`src/common/gpt32_pkg.sv`:
```
package gpt32_pkg;

    // ****************************************
    // Count clock choice
    // ****************************************
    localparam logic [1:0] CLK_BUS = 2'h0;
    localparam logic [1:0] CLK_LFOSC = 2'h1;
    localparam logic [1:0] CLK_UNDIV = 2'h2;
    localparam logic [1:0] CLK_EXT = 2'h3;

    // ****************************************
    // Prescaler choice and terminal counts
    // ****************************************
    localparam logic [1:0] PRE_DIV4 = 2'h0;
    localparam logic [1:0] PRE_DIV16 = 2'h1;
    localparam logic [1:0] PRE_DIV256 = 2'h2;
    localparam logic [1:0] PRE_DIV32K = 2'h3;
    localparam logic [14:0] DIV4_LAST = 15'h0003;
    localparam logic [14:0] DIV16_LAST = 15'h000F;
    localparam logic [14:0] DIV256_LAST = 15'h00FF;
    localparam logic [14:0] DIV32K_LAST = 15'h7FFF;
    localparam logic [14:0] PRE_RST = 15'h0000;

    // ****************************************
    // Counter values
    // ****************************************
    localparam logic [31:0] CNT_ZERO = 32'h00000000;
    localparam logic [31:0] CNT_FULL = 32'hFFFFFFFF;
    localparam logic [31:0] CNT_STEP = 32'h00000001;

    // ****************************************
    // Event flag positions
    // ****************************************
    localparam int EV_A = 0;
    localparam int EV_B = 1;
    localparam int EV_C = 2;
    localparam int EV_ROLL = 3;
    localparam logic [3:0] FLAGS_RST = 4'h0;

    // ****************************************
    // Types
    // ****************************************
    typedef struct packed {
        logic [1:0] clk_choice;
        logic [1:0] prescale;
        logic free_run;
        logic freeze;
        logic count_down;
    } gpt32_cfg_t;

    localparam gpt32_cfg_t CFG_RST = '{2'h0, 2'h0, 1'b0, 1'b0, 1'b0};

    typedef enum logic [1:0] {
        ST_OFF = 2'b01,
        ST_RUN = 2'b10
    } gpt32_state_t;

endpackage

```
`src/design/gpt32_tick.sv`:
```
`timescale 1ns/100ps
module gpt32_tick
    import gpt32_pkg::*;
(
    input wire logic clk,
    input wire logic rst_n,
    input wire logic clk_en,
    input wire logic lfosc_pin,
    input wire logic undiv_pin,
    input wire logic ext_pin,
    input wire logic [1:0] clk_choice,
    input wire logic [1:0] prescale,
    input wire logic run,
    output logic src_edge,
    output logic tick
);

    // ****************************************
    // Helpers
    // ****************************************
    function automatic logic rise_of(input logic [2:0] s);
        rise_of = s[1] & ~s[2];
    endfunction

    function automatic logic [14:0] div_last(input logic [1:0] p);
        if (p == PRE_DIV4)
            div_last = DIV4_LAST;
        else if (p == PRE_DIV16)
            div_last = DIV16_LAST;
        else if (p == PRE_DIV256)
            div_last = DIV256_LAST;
        else
            div_last = DIV32K_LAST;
    endfunction

    // ****************************************
    // Source synchronisers
    // ****************************************
    logic [2:0] lf_ff, nxt_lf;
    logic [2:0] ud_ff, nxt_ud;
    logic [2:0] ex_ff, nxt_ex;
    logic [14:0] pre_ff, nxt_pre;

    always_comb
    begin
        nxt_lf = {lf_ff[1:0], lfosc_pin};
        nxt_ud = {ud_ff[1:0], undiv_pin};
        nxt_ex = {ex_ff[1:0], ext_pin};
    end

    always_ff @(posedge clk or negedge rst_n)
    begin
        if (!rst_n)
        begin
            lf_ff <= 3'h0;
            ud_ff <= 3'h0;
            ex_ff <= 3'h0;
        end
        else if (clk_en)
        begin
            lf_ff <= nxt_lf;
            ud_ff <= nxt_ud;
            ex_ff <= nxt_ex;
        end
    end

    // ****************************************
    // Source select and prescaler
    // ****************************************
    always_comb
    begin
        if (clk_choice == CLK_BUS)
            src_edge = 1'b1;
        else if (clk_choice == CLK_LFOSC)
            src_edge = rise_of(lf_ff);
        else if (clk_choice == CLK_UNDIV)
            src_edge = rise_of(ud_ff);
        else
            src_edge = rise_of(ex_ff);
        tick = run && src_edge && (pre_ff == div_last(prescale));
        if (!run)
            nxt_pre = PRE_RST;
        else if (tick)
            nxt_pre = PRE_RST;
        else if (src_edge)
            nxt_pre = pre_ff + 15'h0001;
        else
            nxt_pre = pre_ff;
    end

    always_ff @(posedge clk or negedge rst_n)
    begin
        if (!rst_n)
            pre_ff <= PRE_RST;
        else if (clk_en)
            pre_ff <= nxt_pre;
    end

    chk_prescale_wrap: assert property (@(posedge clk) disable iff (!rst_n)
        clk_en && tick |=> pre_ff == PRE_RST)
        else $error("Prescaler did not restart after tick");

endmodule // gpt32_tick

```
`src/design/gpt32_timer.sv`:
```
// Operation
// - Counter is 32 bits wide, counts up or down, maximum all ones.
// - Prescaler divides the chosen count clock by 4, 16, 256 or 32768.
// - Count clock is low frequency oscillator, system clock, bus clock or external.
// - Free-running mode spans the full range and wraps to the opposite extreme.
// - Periodic mode counts to limit C, then restarts toward it again.
// - Compare values A and B add timeouts; each timeout is separately enabled.
// - Run bit high starts counting; run bit low stops at any moment.
// - Counting up starts at zero; at limit C raise event and return to zero.
// - Counting down loads full scale, decrements to limit C, raises event if enabled.
// - Count is read as two separate 16-bit halves at any time.
// - With freeze set, low-half read holds both halves until high half read.
// - Writing one to a clear bit removes the matching pending event.
// - Only in free-running mode a rollover raises the enabled event.
// - Software waits for the synchronised enable status low before reconfiguring.
// - Run control crosses into the count domain through two flip-flops.
// - Clock choice 00 bus, 01 oscillator, 10 system clock, 11 external.
// - Direction 0 counts up from zero, 1 counts down from full scale.
// - Mode 0 is periodic against limit C, 1 is free-running.
`timescale 1ns/100ps
module gpt32_timer
    import gpt32_pkg::*;
(
    input wire logic REF_CLK,
    input wire logic RESETN,
    input wire logic CLK_EN,
    input wire logic LFOSC_CLK,
    input wire logic UNDIVIDED_SYSTEM_CLOCK,
    input wire logic EXTERNAL_COUNT_CLOCK,
    input wire logic COUNTER_RUN_CONTROL,
    input wire logic [1:0] COUNT_CLOCK_CHOICE,
    input wire logic [1:0] PRESCALE_CHOICE,
    input wire logic FREE_RUN,
    input wire logic FREEZE_ENABLE,
    input wire logic COUNT_DIRECTION,
    input wire logic [31:0] TIMEOUT_A,
    input wire logic [31:0] TIMEOUT_B,
    input wire logic [15:0] PERIOD_LIMIT_LOW,
    input wire logic [15:0] PERIOD_LIMIT_HIGH,
    input wire logic [3:0] EVENT_ENABLE,
    input wire logic [3:0] COUNTER_EVENT_CLEAR,
    input wire logic READ_LOW,
    input wire logic READ_HIGH,
    output logic [15:0] COUNT_LOW_HALF,
    output logic [15:0] COUNT_HIGH_HALF,
    output logic [3:0] COUNTER_EVENT_FLAGS,
    output logic ENABLE_SYNCED,
    output logic TIMER_IRQ
);

    // ****************************************
    // Reset release
    // ****************************************
    logic rst_meta_ff;
    logic rst_n_ff;

    always_ff @(posedge REF_CLK or negedge RESETN)
    begin
        if (!RESETN)
        begin
            rst_meta_ff <= 1'b0;
            rst_n_ff <= 1'b0;
        end
        else
        begin
            rst_meta_ff <= 1'b1;
            rst_n_ff <= rst_meta_ff;
        end
    end

    // ****************************************
    // Count clock and prescaler
    // ****************************************
    logic src_edge;
    logic tick;
    logic en_meta_ff, nxt_en_meta;
    logic en_sync_ff, nxt_en_sync;
    gpt32_cfg_t cfg_ff, nxt_cfg;

    gpt32_tick u_tick (
        .clk(REF_CLK),
        .rst_n(rst_n_ff),
        .clk_en(CLK_EN),
        .lfosc_pin(LFOSC_CLK),
        .undiv_pin(UNDIVIDED_SYSTEM_CLOCK),
        .ext_pin(EXTERNAL_COUNT_CLOCK),
        .clk_choice(cfg_ff.clk_choice),
        .prescale(cfg_ff.prescale),
        .run(en_sync_ff),
        .src_edge(src_edge),
        .tick(tick)
    );

    // ****************************************
    // Run control crossing and configuration
    // ****************************************
    always_comb
    begin
        nxt_en_meta = en_meta_ff;
        nxt_en_sync = en_sync_ff;
        nxt_cfg = cfg_ff;
        if (src_edge)
        begin
            nxt_en_meta = COUNTER_RUN_CONTROL;
            nxt_en_sync = en_meta_ff;
        end
        if (!en_sync_ff && !COUNTER_RUN_CONTROL)
        begin
            nxt_cfg.clk_choice = COUNT_CLOCK_CHOICE;
            nxt_cfg.prescale = PRESCALE_CHOICE;
            nxt_cfg.free_run = FREE_RUN;
            nxt_cfg.freeze = FREEZE_ENABLE;
            nxt_cfg.count_down = COUNT_DIRECTION;
        end
    end

    always_ff @(posedge REF_CLK or negedge rst_n_ff)
    begin
        if (!rst_n_ff)
        begin
            en_meta_ff <= 1'b0;
            en_sync_ff <= 1'b0;
            cfg_ff <= CFG_RST;
        end
        else if (CLK_EN)
        begin
            en_meta_ff <= nxt_en_meta;
            en_sync_ff <= nxt_en_sync;
            cfg_ff <= nxt_cfg;
        end
    end

    assign ENABLE_SYNCED = en_sync_ff;

    // ****************************************
    // Counter state machine
    // ****************************************
    gpt32_state_t st_ff, nxt_st;
    logic [31:0] cnt_ff, nxt_cnt;
    logic [31:0] limit_c;
    logic [31:0] start_val;
    logic [3:0] events;

    always_comb
    begin
        limit_c = {PERIOD_LIMIT_HIGH, PERIOD_LIMIT_LOW};
        start_val = cfg_ff.count_down ? CNT_FULL : CNT_ZERO;
        nxt_st = st_ff;
        nxt_cnt = cnt_ff;
        events = 4'h0;
        case (st_ff)
            ST_OFF:
            begin
                if (en_sync_ff)
                begin
                    nxt_st = ST_RUN;
                    nxt_cnt = start_val;
                end
            end
            ST_RUN:
            begin
                if (!en_sync_ff)
                    nxt_st = ST_OFF;
                else if (tick)
                begin
                    events[EV_A] = (cnt_ff == TIMEOUT_A);
                    events[EV_B] = (cnt_ff == TIMEOUT_B);
                    events[EV_C] = !cfg_ff.free_run && (cnt_ff == limit_c);
                    events[EV_ROLL] = cfg_ff.free_run &&
                        (cnt_ff == (cfg_ff.count_down ? CNT_ZERO : CNT_FULL));
                    if (events[EV_C])
                        nxt_cnt = start_val;
                    else if (cfg_ff.count_down)
                        nxt_cnt = cnt_ff - CNT_STEP;
                    else
                        nxt_cnt = cnt_ff + CNT_STEP;
                end
            end
            default:
            begin
                nxt_st = ST_OFF;
            end
        endcase
    end

    always_ff @(posedge REF_CLK or negedge rst_n_ff)
    begin
        if (!rst_n_ff)
        begin
            st_ff <= ST_OFF;
            cnt_ff <= CNT_ZERO;
        end
        else if (CLK_EN)
        begin
            st_ff <= nxt_st;
            cnt_ff <= nxt_cnt;
        end
    end

    // ****************************************
    // Event flags
    // ****************************************
    logic [3:0] flags_ff, nxt_flags;

    always_comb
    begin
        nxt_flags = (flags_ff & ~COUNTER_EVENT_CLEAR) | (events & EVENT_ENABLE);
    end

    always_ff @(posedge REF_CLK or negedge rst_n_ff)
    begin
        if (!rst_n_ff)
            flags_ff <= FLAGS_RST;
        else if (CLK_EN)
            flags_ff <= nxt_flags;
    end

    assign COUNTER_EVENT_FLAGS = flags_ff;
    assign TIMER_IRQ = |flags_ff;

    // ****************************************
    // Count readout halves
    // ****************************************
    logic frozen_ff, nxt_frozen;
    logic [15:0] lo_ff, nxt_lo;
    logic [15:0] hi_ff, nxt_hi;

    always_comb
    begin
        nxt_frozen = frozen_ff;
        if (READ_HIGH)
            nxt_frozen = 1'b0;
        else if (READ_LOW && cfg_ff.freeze)
            nxt_frozen = 1'b1;
        nxt_lo = frozen_ff ? lo_ff : cnt_ff[15:0];
        nxt_hi = frozen_ff ? hi_ff : cnt_ff[31:16];
        if (READ_LOW && cfg_ff.freeze && !frozen_ff)
        begin
            nxt_lo = lo_ff;
            nxt_hi = hi_ff;
        end
    end

    always_ff @(posedge REF_CLK or negedge rst_n_ff)
    begin
        if (!rst_n_ff)
        begin
            frozen_ff <= 1'b0;
            lo_ff <= 16'h0000;
            hi_ff <= 16'h0000;
        end
        else if (CLK_EN)
        begin
            frozen_ff <= nxt_frozen;
            lo_ff <= nxt_lo;
            hi_ff <= nxt_hi;
        end
    end

    assign COUNT_LOW_HALF = lo_ff;
    assign COUNT_HIGH_HALF = hi_ff;

    // ****************************************
    // Checks
    // ****************************************
    chk_enable_two_flops: assert property (@(posedge REF_CLK) disable iff (!rst_n_ff)
        CLK_EN && src_edge && en_sync_ff != en_meta_ff |=> en_sync_ff == $past(en_meta_ff))
        else $error("Synchronised enable did not follow first stage");
    chk_status_falls: assert property (@(posedge REF_CLK) disable iff (!rst_n_ff)
        $fell(ENABLE_SYNCED) |-> !$past(en_meta_ff))
        else $error("Enable status fell without stop request");
    chk_start_value: assert property (@(posedge REF_CLK) disable iff (!rst_n_ff)
        $rose(st_ff == ST_RUN) |-> cnt_ff == (cfg_ff.count_down ? CNT_FULL : CNT_ZERO))
        else $error("Counter did not start at its start value");
    chk_stopped_holds: assert property (@(posedge REF_CLK) disable iff (!rst_n_ff)
        st_ff == ST_OFF && $past(st_ff) == ST_OFF && !en_sync_ff |=> $stable(cnt_ff))
        else $error("Counter moved while stopped");
    chk_period_up: assert property (@(posedge REF_CLK) disable iff (!rst_n_ff)
        CLK_EN && st_ff == ST_RUN && en_sync_ff && tick && !cfg_ff.free_run
        && !cfg_ff.count_down && cnt_ff == limit_c |=> cnt_ff == CNT_ZERO)
        else $error("Periodic up count did not restart at zero");
    chk_period_down: assert property (@(posedge REF_CLK) disable iff (!rst_n_ff)
        CLK_EN && st_ff == ST_RUN && en_sync_ff && tick && !cfg_ff.free_run
        && cfg_ff.count_down && cnt_ff == limit_c |=> cnt_ff == CNT_FULL)
        else $error("Periodic down count did not reload full scale");
    chk_free_roll: assert property (@(posedge REF_CLK) disable iff (!rst_n_ff)
        CLK_EN && st_ff == ST_RUN && en_sync_ff && tick && cfg_ff.free_run
        && !cfg_ff.count_down && cnt_ff == CNT_FULL && EVENT_ENABLE[EV_ROLL]
        |=> cnt_ff == CNT_ZERO && flags_ff[EV_ROLL])
        else $error("Free-running rollover missed");
    chk_compare_a: assert property (@(posedge REF_CLK) disable iff (!rst_n_ff)
        CLK_EN && st_ff == ST_RUN && en_sync_ff && tick && cnt_ff == TIMEOUT_A
        && EVENT_ENABLE[EV_A] |=> flags_ff[EV_A] && TIMER_IRQ)
        else $error("Compare A event lost");
    chk_clear_flag: assert property (@(posedge REF_CLK) disable iff (!rst_n_ff)
        CLK_EN && COUNTER_EVENT_CLEAR[EV_C] && !events[EV_C] |=> !flags_ff[EV_C])
        else $error("Clear did not remove event C");
    chk_freeze_hold: assert property (@(posedge REF_CLK) disable iff (!rst_n_ff)
        CLK_EN && frozen_ff && !READ_HIGH |=> $stable(lo_ff) && $stable(hi_ff))
        else $error("Frozen halves changed");

endmodule // gpt32_timer

```
`config.mk`:
```
export PLATFORM = sky130hd
export DESIGN_NAME = gpt32_timer
export DESIGN_NICKNAME = d
export VERILOG_FILES = /design/src/common/gpt32_pkg.sv /design/src/design/gpt32_tick.sv /design/src/design/gpt32_timer.sv
export SDC_FILE = /design/constraint.sdc
export NUM_CORES = 1
export LEC_CHECK = 0
export ABC_AREA = 1
export BUFFER_PORTS_ARGS = -buffer_cell sky130_fd_sc_hd__buf_2
export CAP_MARGIN = 20
export CORE_MARGIN = 2
export CORE_UTILIZATION = 57
export CTS_CLUSTER_SIZE = 40
export DETAILED_ROUTE_END_ITERATION = 12
export PLACE_DENSITY = 0.85
export SYNTH_ARGS = -nofsm -noshare
export SYNTH_HDL_FRONTEND = slang
export SYNTH_SLANG_ARGS = --single-unit
export TNS_END_PERCENT = 100
```
`constraint.sdc`:
```
create_clock -name REF_CLK -period 4 [get_ports REF_CLK]
set_input_delay 0.6 -clock REF_CLK [delete_from_list [all_inputs] [get_ports REF_CLK]]
set_output_delay 0.6 -clock REF_CLK [all_outputs]
set_load 0.05 [all_outputs]
```
==> out/metrics.cfg <==
[final_layout]
layout-drive-gt1-share = 0.175
final_area_sq_um = 9690
fin_nets = 1570
area_growth_pct = 14.7

[place]
gp_congestion = 1.04
place_area_sq_um = 9370
io_buffers = 157
hpwl_um = 19300

[logic_synthesis]
ys_ff_latch = 106
yosysWarnings = 0
synth_area_sq_um = 8440
yosysTopAreaCell = dfrtp_1
synth_area_per_cell_sq_um = 6.65
seq_area_frac_synth = 0.314
synth.most_common_cell = nand2_1
synth_enable_flop_cells = 0
yosys.area.top_type_share = 0.311
yosysUniqueCellTypes = 52
synthTopCellsByArea = dfrtp_1, nand2_1, inv_1, nor2_1, nand3_1
synthCells = 1269
netlist_top_cells_count = nand2_1, inv_1, nor2_1, dfrtp_1, nand3_1
synthesis.nets = 1421
async_reset_ff_frac = 1.00
synth-main-ff-cell = dfrtp_1

[route]
drc_errors = 0
vias_per_cell = 5.57
drt-total-wl_um = 25100
dr.pass1.iters = 6
drt-wirelength-per-cell_um = 15.6
vias = 8953
antenna_left = 0
drtIter0Drc = 917

[worst_setup_path]
setup.worst_path.start = cfg_ff[0]$_DFFE_PN0P_
critPathCaptureType = flop
reg2reg_depth = 14
cp.required_ns = 4.26
crit_top_cell = nand2_1
cp_max_fo = 36
critPathCapture = cnt_ff[31]$_DFFE_PN0P_
r2r_end = cnt_ff[31]$_DFFE_PN0P_
crit_path_start_kind = flop
worst-setup-path-type = flop to flop
worst_path_largest_cell_delay_ns = 0.42
ff2ff_setup_slack_ns = 1.31
crit_arrival_ns = 2.95
cpMaxStageDelayCell = buf_4
r2r_start = cfg_ff[0]$_DFFE_PN0P_
path_cells = buf_4 > ha_1 > nand2_1 > nand3_1 > nand2_1 > nand3_1 > nand2_1 > nand2_1 > nand2_1 > nand3_1 > nand3_1 > nand2_1 > nand2_1 > nand2_1

[timing]
timing.final.crit_period_ns = 2.69
drv_slew = 0
slew_headroom = 0.490
finClkSkew_ns = 0.00810
worst_pin_slew_ns = 0.762
setup_violations = 0
fmax_mhz = 371
holdWs_ns = 0.304
period_share = 0.673
hold_viol_final = 0
tns_ns = 0
rsz0062_at_grt = false

[power]
comb_power_share = 0.659
p_clk_frac = 0.110
p_int_mw = 3.83
p_sw_frac = 0.548
power_density_nw_per_um2 = 875
p_switching_mw = 4.64
p_seq_frac = 0.230
leakage_nw = 5.27
ir_drop_uv = 347

[outcome]
outcome = complete, no violations

[global_routing]
grtUsageTotal = 0.319
grt_max_degree = 39
grt_pass1_wl_um = 40500
antenna_found_initial = 1
grt_pass1_vias = 8333
grt_overflow = 0

[clocking]
cts_root_buf = clkbuf_16
cts_htree_levels = 3
cts_tree = yes
cts_setup_buffers = 0
cts_buffers = 9
clock-sinks = 106
cts_resized = 0
hold_buffers = 1
cts.path.max_buffers = 2
clkLatencyLatePin_ns = 0.37
clkSlewWorstSetupHoldPaths_ns = 0.08

[floorplanning]
fp.coreArea_sq_um = 14500
rows = 44
die_area_sq_um = 15800
dieHeight_um = 126
die_w_um = 126
start_util = 0.583
ios = 158

[job]
max_cap_viol_count = 0

[worst_hold_path]
hold_class = flop to asynchronous set/reset pin

## flip-flops by register name, summed over array words and instances, names as in the netlist, 2 cells and up
register,cells
COUNTER_EVENT_FLAGS,4
COUNT_HIGH_HALF,16
COUNT_LOW_HALF,16
cfg_ff,7
cnt_ff,32
st_ff,2
u_tick.ex_ff,3
u_tick.lf_ff,3
u_tick.pre_ff,15
u_tick.ud_ff,3
## worst min-delay path by stage
stage | start | to | slack, ns | depth (start not counted)
after global placement | rst_n_ff$_DFF_PN0_ | COUNT_HIGH_HALF[10]$_DFFE_PN0P_ | 0.31 | 0
after floorplan | RESETN | rst_meta_ff$_DFF_PN0_ | 0.30 | 0
after CTS | rst_n_ff$_DFF_PN0_ | u_tick.ex_ff[0]$_DFFE_PN0P_ | 0.32 | 0
after detailed placement | rst_n_ff$_DFF_PN0_ | u_tick.ex_ff[0]$_DFFE_PN0P_ | 0.32 | 0
after global routing | rst_n_ff$_DFF_PN0_ | COUNT_HIGH_HALF[11]$_DFFE_PN0P_ | 0.36 | 0
final | rst_n_ff$_DFF_PN0_ | COUNT_HIGH_HALF[11]$_DFFE_PN0P_ | 0.30 | 0
## cell type report
class / count / area [sq um]
Antenna cell: 1 / 2.50
Clock buffer: 11 / 243
Clock inverter: 5 / 62.6
Fill cell: 1221 / 4790
Inverter: 172 / 648
Multi-Input combinational cell: 966 / 5010
Sequential cell: 106 / 2660
Tap cell: 184 / 230
Timing Repair Buffer: 163 / 833
## power by group through the flow
| stage | sequential, mW | combinational [mW] | clock [mW] |
|---|---|---|---|
| final | 1.95 | 5.59 | 0.937 |
| after global routing | 2.00 | 6.25 | 0.991 |
| after CTS | 1.93 | 5.51 | 0.941 |
| after detailed placement | 1.95 | 5.47 | 0 |
| after global placement | 1.94 | 5.37 | 0 |
| after floorplan | 2.33 | 3.76 | 0 |
## layout by cell type (no fill, tap or decap), types with 28 or more instances in the layout
cell     count
nand2_1    418
xor2_1      34
ha_1        31
or2_2       28
nand3_1     78
dfrtp_1    104
nand4_1     32
a21oi_1     40
o21ai_0     63
xnor2_1     28
nor2_1     118
inv_1      162
buf_2      157
## metal layers
metal,vias to the layer above,share of wire,GRT usage
met5,-,0,0
met4,0,0.031,0.119
met3,66,0.080,0.0569
met2,411,0.46,0.509
met1,4140,0.43,0.436
li1,4336,-,-
## per-stage QoR
step,setup WS (ns),std cells,power [mW],util
2_1_floorplan,0.830,1269,6.09,-
3_3_place_gp,1.44,1590,7.31,0.647
3_5_place_dp,1.40,1590,7.42,0.647
4_1_cts,1.37,1607,8.38,0.669
5_1_grt,1.08,1608,9.24,0.669
6_report,1.31,1608,8.48,0.669
## cells by family after synthesis
kind of cell / Yosys count / synth area share
buf+inv: 197 / 0.0928
simple gates: 724 / 0.376
fa+ha+maj: 32 / 0.0483
xor+xnor: 62 / 0.0643
flops: 106 / 0.314
compound gates: 140 / 0.0949
other cells: 1 / 0.000444
mux: 7 / 0.00919
## worst max-delay path, delay by kind of cell, from the launching register on
kind,cells,cell delay (ns)
buffers and inverters,1,0.42
and+or+nand+nor,12,1.40
DFF,1,0.32
adders and majority gates,1,0.39
(Power assumes the default switching activity.)
